<file path="config.mk">
export PLATFORM = sky130hd
export DESIGN_NAME = pfsc_slot
export DESIGN_NICKNAME = d
export VERILOG_FILES = /design/src/rtl/pfsc_slot.v
export VERILOG_INCLUDE_DIRS = /design/src /design/src/rtl
export SDC_FILE = /design/constraint.sdc
export NUM_CORES = 1
export LEC_CHECK = 0
export BUFFER_PORTS_ARGS = -buffer_cell sky130_fd_sc_hd__buf_2
export CAP_MARGIN = 10
export CORE_MARGIN = 3
export CORE_UTILIZATION = 47
export DETAILED_ROUTE_END_ITERATION = 7
export PLACE_DENSITY = 0.78
export SYNTH_ARGS = -nofsm -noshare
export SYNTH_HDL_FRONTEND = slang
export SYNTH_SLANG_ARGS = --single-unit
</file>
<file path="constraint.sdc">
create_clock -name mclk_i -period 1.7 [get_ports mclk_i]
set_input_delay 0.51 -clock mclk_i [delete_from_list [all_inputs] [get_ports mclk_i]]
set_output_delay 0.51 -clock mclk_i [all_outputs]
set_load 0.005 [all_outputs]
</file>
<file path="src/rtl/pfsc_consts.vh">
// Purpose: shared constants of the pager frame schedule checker
// Assumes: included by its bare name
// Notes: definitions only
`ifndef PFSC_CONSTS_VH
`define PFSC_CONSTS_VH
// register offsets (word addresses on the plain port)
`define PFSC_ADDR_W 4
`define PFSC_REG_CTRL 4'h0
`define PFSC_REG_STATUS 4'h1
`define PFSC_REG_MASK 4'h2
`define PFSC_REG_CAPS 4'h3
`define PFSC_REG_FRAME 4'h4
// ctrl fields
`define PFSC_CTRL_ANYPHASE 0
`define PFSC_CTRL_NUM 1
`define PFSC_CTRL_ALPHA 2
`define PFSC_CTRL_LONGSPACE 3
`define PFSC_CTRL_NUMBERING 4
`define PFSC_CTRL_RESET 8'h00
// vector type codes
`define PFSC_VEC_INSTR 3'h1
`define PFSC_VEC_SHORT 3'h2
`define PFSC_VEC_NUM 3'h3
`define PFSC_VEC_NUMS 3'h4
`define PFSC_VEC_ALPHA 3'h5
`define PFSC_VEC_NUMN 3'h7
`define PFSC_SUB_ZERO2 2'h0
`define PFSC_SUB_ZERO3 3'h0
// status bits (one per violation class)
`define PFSC_ST_W 11
`define PFSC_ST_REPEAT 0
`define PFSC_ST_FRAGSTART 1
`define PFSC_ST_FRAGREP 2
`define PFSC_ST_TEMPREUSE 3
`define PFSC_ST_TEMPNEST 4
`define PFSC_ST_NUMFRAG 5
`define PFSC_ST_SPACING 6
`define PFSC_ST_CHARSPLIT 7
`define PFSC_ST_SEQ 8
`define PFSC_ST_TEMPNUM 9
`define PFSC_ST_RETRIEVE 10
// table and timing
`define PFSC_SLOTS 4
`define PFSC_IDX_W 2
`define PFSC_MSGNUM_W 6
`define PFSC_CNT_W 8
`define PFSC_CNT_ONE 8'h01
`define PFSC_CNT_ZERO 8'h00
`define PFSC_SPACE_SHORT 8'h20
`define PFSC_SPACE_LONG 8'h80
`define PFSC_FRAME_MS 1875
`define PFSC_TOL_MIN 4
`define PFSC_FRAMES_PER_MIN 32
`define PFSC_LEVELS_2 1'b0
`define PFSC_LEVELS_4 1'b1
`endif

</file>
<file path="src/rtl/pfsc_slot.v">
// Purpose: one per-address tracking slot: frame use counts, fragment state, number sequence
// Assumes: requests come from logic on mclk_i
// Notes: the top checks the returned state; this slot only remembers
`timescale 1ns/1ps
`include "pfsc_consts.vh"
module pfsc_slot
(
    // clock and reset
    input wire mclk_i,
    input wire reset_i,
    // update request
    input wire hit_i,
    input wire frame_i,
    input wire frag_i,
    input wire last_i,
    input wire num_en_i,
    input wire [`PFSC_MSGNUM_W-1:0] num_i,
    // state
    output reg [1:0] uses_o,
    output reg fragopen_o,
    output reg [`PFSC_CNT_W-1:0] gap_o,
    output reg numvalid_o,
    output reg [`PFSC_MSGNUM_W-1:0] lastnum_o
);
    // per-frame counter saturates at three; gap counts frames since last fragment
    always @(posedge mclk_i)
    begin
        if (reset_i)
        begin
            uses_o <= 2'h0;
            fragopen_o <= 1'b0;
            gap_o <= `PFSC_CNT_ZERO;
            numvalid_o <= 1'b0;
            lastnum_o <= {`PFSC_MSGNUM_W{1'b0}};
        end
        else
        begin
            if (frame_i)
            begin
                // new frame clears uses; gap ages while a fragment is open
                uses_o <= 2'h0;
                if (fragopen_o && gap_o != {`PFSC_CNT_W{1'b1}})
                    gap_o <= gap_o + `PFSC_CNT_ONE;
            end
            else if (hit_i)
            begin
                if (!frag_i && uses_o != 2'h3)
                    uses_o <= uses_o + 2'h1;
                if (frag_i)
                begin
                    fragopen_o <= !last_i;
                    gap_o <= `PFSC_CNT_ZERO;
                end
                if (num_en_i)
                begin
                    numvalid_o <= 1'b1;
                    lastnum_o <= num_i;
                end
            end
        end
    end
endmodule // pfsc_slot

</file>
==> impl_metrics.py, run 1 <==
metrics = {
    "outcome": {
        "outcome": "completed",
    },
    "sta": {
        "finalSetupViolCount": 0,
        "relSlewSlack_pct": 72.12,
        "setup_tns_ns": 0,
        "rsz0062_at_grt": "no",
        "finClkSkew_ns": 0.004091,
        "finalWorstSetupSlack_ns": 0.2590,
        "hold_viol": 0,
        "max_freq_mhz": 694.0,
        "slew_violations": 0,
        "fin_crit_sh_pct": 84.76,
        "layout_min_cycle_time_ns": 1.441,
        "whs_ns": 0.3840,
        "worst_pin_slew_ns": 0.4170,
    },
    "synthesis": {
        "syn_area_sq_um": 859.6,
        "synthFlopType": "dfxtp_1",
        "synth_cell_types": 33,
        "ys_ff_latch": 18,
        "yosys.area.top_type": "dfxtp_1",
        "synth_edf_count": 0,
        "syn-num-nets": 110,
        "synth_commonest_cells": "dfxtp_1, nand3_1, nor2_1, a21oi_1, mux2i_1",
        "synthArstFlopShare_pct": 0,
        "synth_cells": 95,
        "synthTopCellsByArea": "dfxtp_1, mux2i_1, nand3_1",
        "ys_warn_count": 0,
        "yosysSeqAreaShare_pct": 41.92,
        "synth.most_common_cell": "dfxtp_1",
        "synth_area_per_cell_sq_um": 9.048,
        "synth_top_area_share_pct": 41.92,
    },
    "floorplan": {
        "rows": 14,
        "start_util_pct": 53.34,
        "pin_count": 31,
        "core_sq_um": 1612,
        "dieArea_sq_um": 2378,
        "die_w_um": 48.77,
        "fp.dieH_um": 48.77,
    },
    "grt": {
        "track_usage_pct": 16.92,
        "grt_overflow": 0,
        "antenna_found_initial": 0,
        "use_met2_pct": 25.79,
        "grt.met1_usage_pct": 22.70,
        "grt_busiest_layer": "met2",
        "grt_pass1_vias": 731,
        "grt_use_met3_pct": 3.988,
        "grt_first_pass_wirelength_um": 3236,
        "grt_max_degree": 19,
    },
    "routing": {
        "drt_wl_total_um": 1840,
        "drc_errors": 0,
        "viasPerCell": 5.527,
        "drtIter0Drc": 22,
        "firstDrtPassIters": 4,
        "wire_per_inst_um": 12.27,
        "via_count": 829,
        "ant_nets": 0,
    },
    "cts": {
        "cts_buffer_depth": 2,
        "cts_max_level": 1,
        "clk_pin_slew_ns": 0.10,
        "clockRootBuffer": "clkbuf_4",
        "clk_latency_ns": 0.29,
        "cts_sinks": 18,
        "cts_tree": "done",
        "post_cts_buffers": 0,
        "ctsResizeCount": 0,
        "ctsHoldBuffers": 0,
        "numCtsBuffers": 3,
    },
    "cells_and_area": {
        "area_growth_pct": 22.13,
        "nNetsFinal": 142,
        "drive_above_1_share_pct": 30.95,
        "antenna_cells": 0,
    },
    "placed_design": {
        "pre_cts_ws_ns": 0.1019,
        "post-dp-hpwl_um": 1343,
        "gp_congestion": 0.8951,
        "io_buffers": 30,
    },
    "power_and_ir_drop": {
        "powerDensity_nw_per_um2": 731.7,
        "p_leak_nw": 0.4981,
        "ir_worst_vdd_mv": 0.5020,
    },
    "setup_path": {
        "worst_ep_required_time_ns": 1.92,
        "critPathArrivalTime_ns": 1.66,
        "path_common_cell": "nand3_1",
        "path_max_fanout": 6,
        "crit_family": "compound AO/OA/AOI/OAI gates",
        "crit_path_end_kind": "flip-flop",
        "path_cells": "ha_1 -> nand3_1 -> o21ai_1 -> nand3_1 -> a31oi_1",
        "crit_buf_inv": 0,
        "critPathKind": "flip-flop to flip-flop",
        "slowest_delay_ns": 0.35,
        "critical_path.slowest_cell": "dfxtp_1",
        "critPathLaunchType": "flip-flop",
    },
    "hold_path": {
        "worstHoldPathType": "input port to flip-flop",
    },
    "run": {
        "cap_violations": 0,
    },
}
-- layer usage --
metal | wire length (um) | up-vias | share of wire, %
met5 | 0 | - | 0
met4 | 23 | 0 | 1.3
met3 | 123 | 4 | 6.7
met2 | 833 | 38 | 45
met1 | 860 | 375 | 47
li1 | - | 412 | -
-- layout make-up --
type	count	area, sq um
inverter	1	3.754
sequential	18	360.3
multi-input combinational	71	454.2
timing repair buffer	32	165.2
fill	151	561.8
clock buffer	4	36.28
tap	24	30.03
-- where the power goes --
part           leakage (nW)  switching (W)  internal [W]
Combinational         0.331      0.0000369     0.0000329
Sequential            0.146     0.00000531      0.000431
Clock                0.0210       0.000132      0.000130
Total                 0.498       0.000174      0.000594
-- path summary, 6_finish.rpt --
path / start / end / slack, ns / cells after the start
min reg2reg: numvalid_o / numvalid_o / 0.46 / 2
max reg2reg: gap_o[0] / gap_o[2] / 0.26 / 5
max: gap_o[0] / gap_o[2] / 0.26 / 5
min: last_i / fragopen_o / 0.38 / 2
-- state kept, by name, summed over array words and instances, names as in the netlist --
| signal | count |
|---|---|
| gap_o | 8 |
| uses_o | 2 |
| fragopen_o | 1 |
| lastnum_o | 6 |
| numvalid_o | 1 |
-- per-stage QoR --
| step | utilization (%) | area [sq um] | power, W | cells |
|---|---|---|---|---|
| after global routing | 65.14 | 1050 | 0.0008044 | 150 |
| after floorplan | - | 859.6 | 0.0004905 | 95 |
| after detailed placement | 62.89 | 1013 | 0.0005152 | 146 |
| final | 65.14 | 1050 | 0.0007681 | 150 |
| after CTS | 65.14 | 1050 | 0.0007778 | 150 |
| after global placement | 62.89 | 1013 | 0.0005138 | 146 |
-- layout by cell type (no fill, tap or decap), drive strengths merged, types with 4 or more instances in the layout --
cell	synthesis	layout
a21oi	8	8
dfxtp	18	18
nand3	10	10
nor3	4	4
nand3b	4	4
mux2i	7	7
buf	2	32
a31oi	4	4
clkbuf	3	4
nor2	9	9
nand2	4	4
-- cells by family after synthesis --
group                      synth area share [%]
AOI/OAI and AO/OA                         12.96
xor gates and xnor gates                  1.019
adders and majority gates                 2.911
buffers and inverters                     5.239
DFF                                       41.92
muxes                                     9.462
and+or+nand+nor                           26.49
Note: power is estimated with default switching activity, not from simulation.
==> run 2, diff against run 1 <==
==> constraint.sdc (replaced) <==
create_clock -name mclk_i -period 1.48 [get_ports mclk_i]
set_input_delay 0.444 -clock mclk_i [delete_from_list [all_inputs] [get_ports mclk_i]]
set_output_delay 0.444 -clock mclk_i [all_outputs]
set_load 0.005 [all_outputs]
==> run 2 against run 1 <==
Effect of this change: setup slack got worse by 0.14 ns; via count decreased by 0.60%; core utilization increased by 2.6 points; final cell count grew 3.3%; sequential power grew 15%; critical path depth is the same; die area stayed put; power increased by 15%; clock skew shrank 0.0035 ns; non-clock buffer count is 5 higher; critical endpoint is now gap_o[4]; largest cell class unchanged.
==> impl_metrics.py, run 2 (same netlist as run 1, synthesis figures left out) <==
metrics = {
    "outcome": {
        "outcome": "completed",
    },
    "setup_path": {
        "critPathKind": "flip-flop to flip-flop",
        "critical_path.slowest_cell": "mux2_2",
        "slowest_delay_ns": 0.34,
        "worst_ep_required_time_ns": 1.66,
        "path_cells": "ha_1 -> nand3_1 -> mux2_2 -> a32oi_1 -> nor2_1",
        "path_max_fanout": 3,
        "crit_path_end_kind": "flip-flop",
        "critPathLaunchType": "flip-flop",
        "critPathArrivalTime_ns": 1.54,
    },
    "grt": {
        "antenna_found_initial": 0,
        "grt_pass1_vias": 781,
        "grt_overflow": 0,
        "track_usage_pct": 16.97,
        "grt_first_pass_wirelength_um": 3263,
        "grt_max_degree": 19,
    },
    "sta": {
        "setup_tns_ns": 0,
        "hold_viol": 0,
        "slew_violations": 0,
        "layout_min_cycle_time_ns": 1.361,
        "finalWorstSetupSlack_ns": 0.1193,
        "fin_crit_sh_pct": 91.94,
        "finalSetupViolCount": 0,
        "worst_pin_slew_ns": 0.4389,
        "relSlewSlack_pct": 70.65,
        "whs_ns": 0.3226,
        "max_freq_mhz": 734.9,
        "finClkSkew_ns": 0.0005526,
    },
    "floorplan": {
        "dieArea_sq_um": 2378,
        "start_util_pct": 53.34,
        "die_w_um": 48.77,
        "rows": 14,
        "core_sq_um": 1612,
        "fp.dieH_um": 48.77,
        "pin_count": 31,
    },
    "cells_and_area": {
        "regMostFlops": "gap_o",
        "final_cell_mix": "buf_2, dfxtp_1, nand3_1",
        "drive_above_1_share_pct": 34.35,
        "layout_commonest_cell": "buf_2",
        "nFillCells": 141,
        "largest_register_ffs": 8,
        "ff_latch_area_sq_um": 360.3,
        "multiInputGateArea_sq_um": 457.9,
        "area_growth_pct": 26.93,
        "antenna_cells": 0,
        "reg_top3": "gap_o: 8 flops, lastnum_o: 6 flops, uses_o: 2 flops",
        "nNetsFinal": 147,
    },
    "power_and_ir_drop": {
        "p_int_w": 0.0006851,
        "p_leak_nw": 0.5253,
        "comb_power_share_pct": 9.6,
        "switching_power_w": 0.0002006,
        "seqPwrFrac_pct": 56.6,
        "clkPwrFrac_pct": 33.9,
        "powerDensity_nw_per_um2": 811.8,
        "swShare_pct": 22.64,
        "ir_worst_vdd_mv": 0.5150,
    },
    "routing": {
        "via_count": 824,
        "viasPerCell": 5.316,
        "drt_wl_total_um": 1865,
        "firstDrtPassIters": 4,
        "ant_nets": 0,
        "drtIter0Drc": 10,
        "wire_per_inst_um": 12.03,
        "drc_errors": 0,
    },
    "hold_path": {
        "worstHoldPathType": "input port to flip-flop",
    },
    "placed_design": {
        "gp_congestion": 0.8919,
        "io_buffers": 30,
        "post-dp-hpwl_um": 1398,
        "pre_cts_ws_ns": 0.02745,
    },
    "cts": {
        "cts_tree": "done",
        "clk_pin_slew_ns": 0.10,
        "clk_latency_ns": 0.29,
        "cts_buffer_depth": 2,
        "clockRootBuffer": "clkbuf_4",
        "ctsHoldBuffers": 0,
        "cts_max_level": 1,
        "numCtsBuffers": 3,
        "cts_sinks": 18,
    },
    "run": {
        "cap_violations": 0,
    },
}
[run 2: cell type report]
class	instances	share of cell area [%]
Clock buffer	4	3.326
Sequential cell	18	33.03
Timing Repair Buffer	37	18.58
Inverter	1	0.3440
Multi-Input combinational cell	71	41.97
Tap cell	24	2.752
[run 2: power by group through the flow]
stage	Sequential, W	Combinational (W)	Clock (W)
after CTS	0.000501	0.0000851	0.000307
final	0.000501	0.0000848	0.000300
after global placement	0.000512	0.0000827	0
after floorplan	0.000514	0.0000495	0
after detailed placement	0.000512	0.0000851	0
after global routing	0.000503	0.0000954	0.000324
[run 2: timing repair]
item	CTS	global route
buffers inserted	0	0
resized for setup	0	1
setup endpoints to repair	0	5
[run 2: per-layer routing]
layer / vias to the layer above / track usage [%] / part of all wire [%]
met5: - / 0 / 0
met4: 0 / 6.635 / 0.91
met3: 2 / 2.761 / 5.6
met2: 25 / 27.38 / 46
met1: 375 / 22.50 / 47
li1: 422 / - / -
[run 2: final timing paths]
check	from	to	slack (ns)	cells after the start
setup reg to reg	gap_o[0]	gap_o[4]	0.12	5
hold reg to reg	numvalid_o	numvalid_o	0.47	2
setup / recovery	gap_o[0]	gap_o[4]	0.12	5
hold / removal	last_i	fragopen_o	0.32	2
[run 2: worst max-delay path, delay by kind of cell (launching register included)]
kind	cells	cell delay, ns
flops	1	0.33
fa+ha+maj	1	0.24
compound gates	1	0.15
simple gates	2	0.19
mux	1	0.34
[run 2: metrics by stage]
step	area [sq um]	util, %	total power, W	cells
CTS	1087	67.47	0.0008932	155
finish	1091	67.70	0.0008857	155
global placement	1051	65.22	0.0005944	151
floorplan	859.6	-	0.0005634	95
detailed placement	1051	65.22	0.0005970	151
global route	1091	67.70	0.0009225	155
==> run 3, diff against run 2 <==
--- a/config.mk
+++ b/config.mk
@@ -6,12 +6,12 @@
 export SDC_FILE = /design/constraint.sdc
 export NUM_CORES = 1
 export LEC_CHECK = 0
-export BUFFER_PORTS_ARGS = -buffer_cell sky130_fd_sc_hd__buf_2
 export CAP_MARGIN = 10
 export CORE_MARGIN = 3
-export CORE_UTILIZATION = 47
+export CORE_UTILIZATION = 58
 export DETAILED_ROUTE_END_ITERATION = 7
-export PLACE_DENSITY = 0.78
+export DONT_BUFFER_PORTS = 1
+export PLACE_DENSITY = 0.76
 export SYNTH_ARGS = -nofsm -noshare
 export SYNTH_HDL_FRONTEND = slang
 export SYNTH_SLANG_ARGS = --single-unit
==> run 3 against run 2 <==
Effect of this change: sequential power about the same; critical path type unchanged; via count down 10%; die area down 17%.
==> impl_metrics.py, run 3 (same netlist as run 1, synthesis figures left out) <==
metrics = {
    "outcome": {
        "outcome": "completed",
    },
    "floorplan": {
        "fp.dieH_um": 44.50,
        "rows": 13,
        "start_util_pct": 63.67,
        "pin_count": 31,
        "core_sq_um": 1350,
        "die_w_um": 44.50,
        "dieArea_sq_um": 1980,
    },
    "placed_design": {
        "io_buffers": 0,
        "gp_congestion": 0.8646,
        "post-dp-hpwl_um": 1336,
        "placed_area_sq_um": 874.6,
    },
    "cells_and_area": {
        "multiInputGateArea_sq_um": 474.2,
        "largest_register_ffs": 8,
        "layout_commonest_cell": "dfxtp_1",
        "area_growth_pct": 8.443,
        "reg_top3": "gap_o: 8 flops, lastnum_o: 6 flops, uses_o: 2 flops",
        "final_cell_mix": "dfxtp_1, nor2_1, nand3_1",
        "regMostFlops": "gap_o",
        "antenna_cells": 0,
        "drive_above_1_share_pct": 17.17,
        "final_cell_area_sq_um": 932.1,
        "ff_latch_area_sq_um": 361.6,
        "nNetsFinal": 115,
        "nFillCells": 111,
    },
    "routing": {
        "drc_errors": 0,
        "viasPerCell": 6.482,
        "wire_per_inst_um": 16.09,
        "firstDrtPassIters": 4,
        "ant_nets": 0,
        "drtIter0Drc": 21,
        "drt_wl_total_um": 1834,
        "via_count": 739,
    },
    "grt": {
        "grt_pass1_vias": 652,
        "antenna_found_initial": 0,
        "grt_overflow": 0,
        "grt_max_degree": 19,
        "grt_first_pass_wirelength_um": 2870,
        "track_usage_pct": 19.43,
    },
    "power_and_ir_drop": {
        "clkPwrFrac_pct": 34.7,
        "comb_power_share_pct": 5.2,
        "swShare_pct": 20.52,
        "seqPwrFrac_pct": 60.1,
        "powerDensity_nw_per_um2": 898.7,
        "p_leak_nw": 0.3687,
        "p_int_w": 0.0006658,
        "ir_worst_vdd_mv": 0.7060,
        "switching_power_w": 0.0001719,
    },
    "setup_path": {
        "worst_ep_required_time_ns": 1.66,
        "slowest_delay_ns": 0.35,
        "r2r-end": "gap_o[4]",
        "critPathLaunchType": "flip-flop",
        "critical_path.slowest_cell": "dfxtp_1",
        "path_cells": "ha_2 -> nand3_1 -> mux2_2 -> a32oi_1 -> nor2_1",
        "ff2ff_path_depth": 5,
        "path_max_fanout": 6,
        "critPathKind": "flip-flop to flip-flop",
        "critPathLaunch": "gap_o[0]",
        "crit_path_end_kind": "flip-flop",
        "r2r_start": "gap_o[0]",
        "critPathArrivalTime_ns": 1.56,
        "rrSetupSlack_ns": 0.11,
    },
    "hold_path": {
        "worstHoldPathType": "input port to flip-flop",
        "min_to": "gap_o[3]",
        "hold_depth": 1,
        "min_from": "reset_i",
    },
    "sta": {
        "whs_ns": 0.2038,
        "max_freq_mhz": 728.7,
        "slew_violations": 0,
        "finClkSkew_ns": 0.002046,
        "setup_tns_ns": 0,
        "layout_min_cycle_time_ns": 1.372,
        "hold_viol": 0,
        "rsz0062_at_grt": "no",
        "relSlewSlack_pct": 70.48,
        "finalSetupViolCount": 0,
        "fin_crit_sh_pct": 92.72,
        "worst_pin_slew_ns": 0.4415,
    },
    "cts": {
        "clk_latency_ns": 0.29,
        "numCtsBuffers": 3,
        "post_cts_buffers": 0,
        "cts_buffer_depth": 2,
        "clockRootBuffer": "clkbuf_4",
        "cts_max_level": 1,
        "cts_tree": "done",
        "ctsHoldBuffers": 0,
        "clk_pin_slew_ns": 0.09,
        "cts_sinks": 18,
    },
    "run": {
        "cap_violations": 0,
    },
}
-- run 3: worst max-delay path by stage --
| stage | end | depth (start not counted) |
|---|---|---|
| finish | gap_o[4] | 5 |
| global route | gap_o[7] | 4 |
| CTS | gap_o[1] | 5 |
| detailed placement | gap_o[1] | 5 |
| global placement | gap_o[7] | 4 |
| floorplan | gap_o[4] | 5 |
-- run 3: routing by layer --
layer  vias up  GRT usage [%]  wire [um]
met5         -              0          0
met4         0          5.422         13
met3         2          12.20        250
met2        48          30.66        858
met1       330          21.59        711
li1        359              -          -
-- run 3: final cells by class --
cell class	instances	share of cell area (%)
flip-flops and latches	18	38.79
repair buffers	5	4.027
multi-input cells	71	50.87
inverters	1	0.4027
well taps	15	2.013
clock buffers	4	3.893
-- run 3: power groups by stage --
stage                     sequential, W  combinational [W]  clock (W)
after floorplan                0.000514          0.0000495          0
after global placement         0.000515          0.0000414          0
after detailed placement       0.000515          0.0000420          0
after CTS                      0.000504          0.0000422   0.000301
after global routing           0.000505          0.0000485   0.000316
final                          0.000503          0.0000435   0.000291
-- run 3: critical path, delay by kind of cell, from the launching register on --
| family | cells | cell delay (ns) |
|---|---|---|
| flip-flops | 1 | 0.35 |
| adder cells (fa/ha/maj) | 1 | 0.24 |
| multiplexers | 1 | 0.30 |
| AND/OR/NAND/NOR | 2 | 0.20 |
| AO/OA/AOI/OAI | 1 | 0.18 |
-- run 3: metrics by stage --
stage | total power, W | cells | util [%] | worst slack, ns
finish | 0.0008377 | 114 | 69.05 | 0.1077
global route | 0.0008694 | 114 | 69.05 | 0.03986
CTS | 0.0008472 | 114 | 67.47 | 0.05605
detailed placement | 0.0005568 | 110 | 64.78 | 0.07533
global placement | 0.0005559 | 110 | 64.78 | 0.1091
floorplan | 0.0005634 | 95 | - | 0.1271
-- run 3: repair_timing --
item | 4_1_cts | 5_1_grt
hold endpoints to repair | 0 | 0
gates resized for setup | 0 | 6
endpoints found under the setup margin | 0 | 6
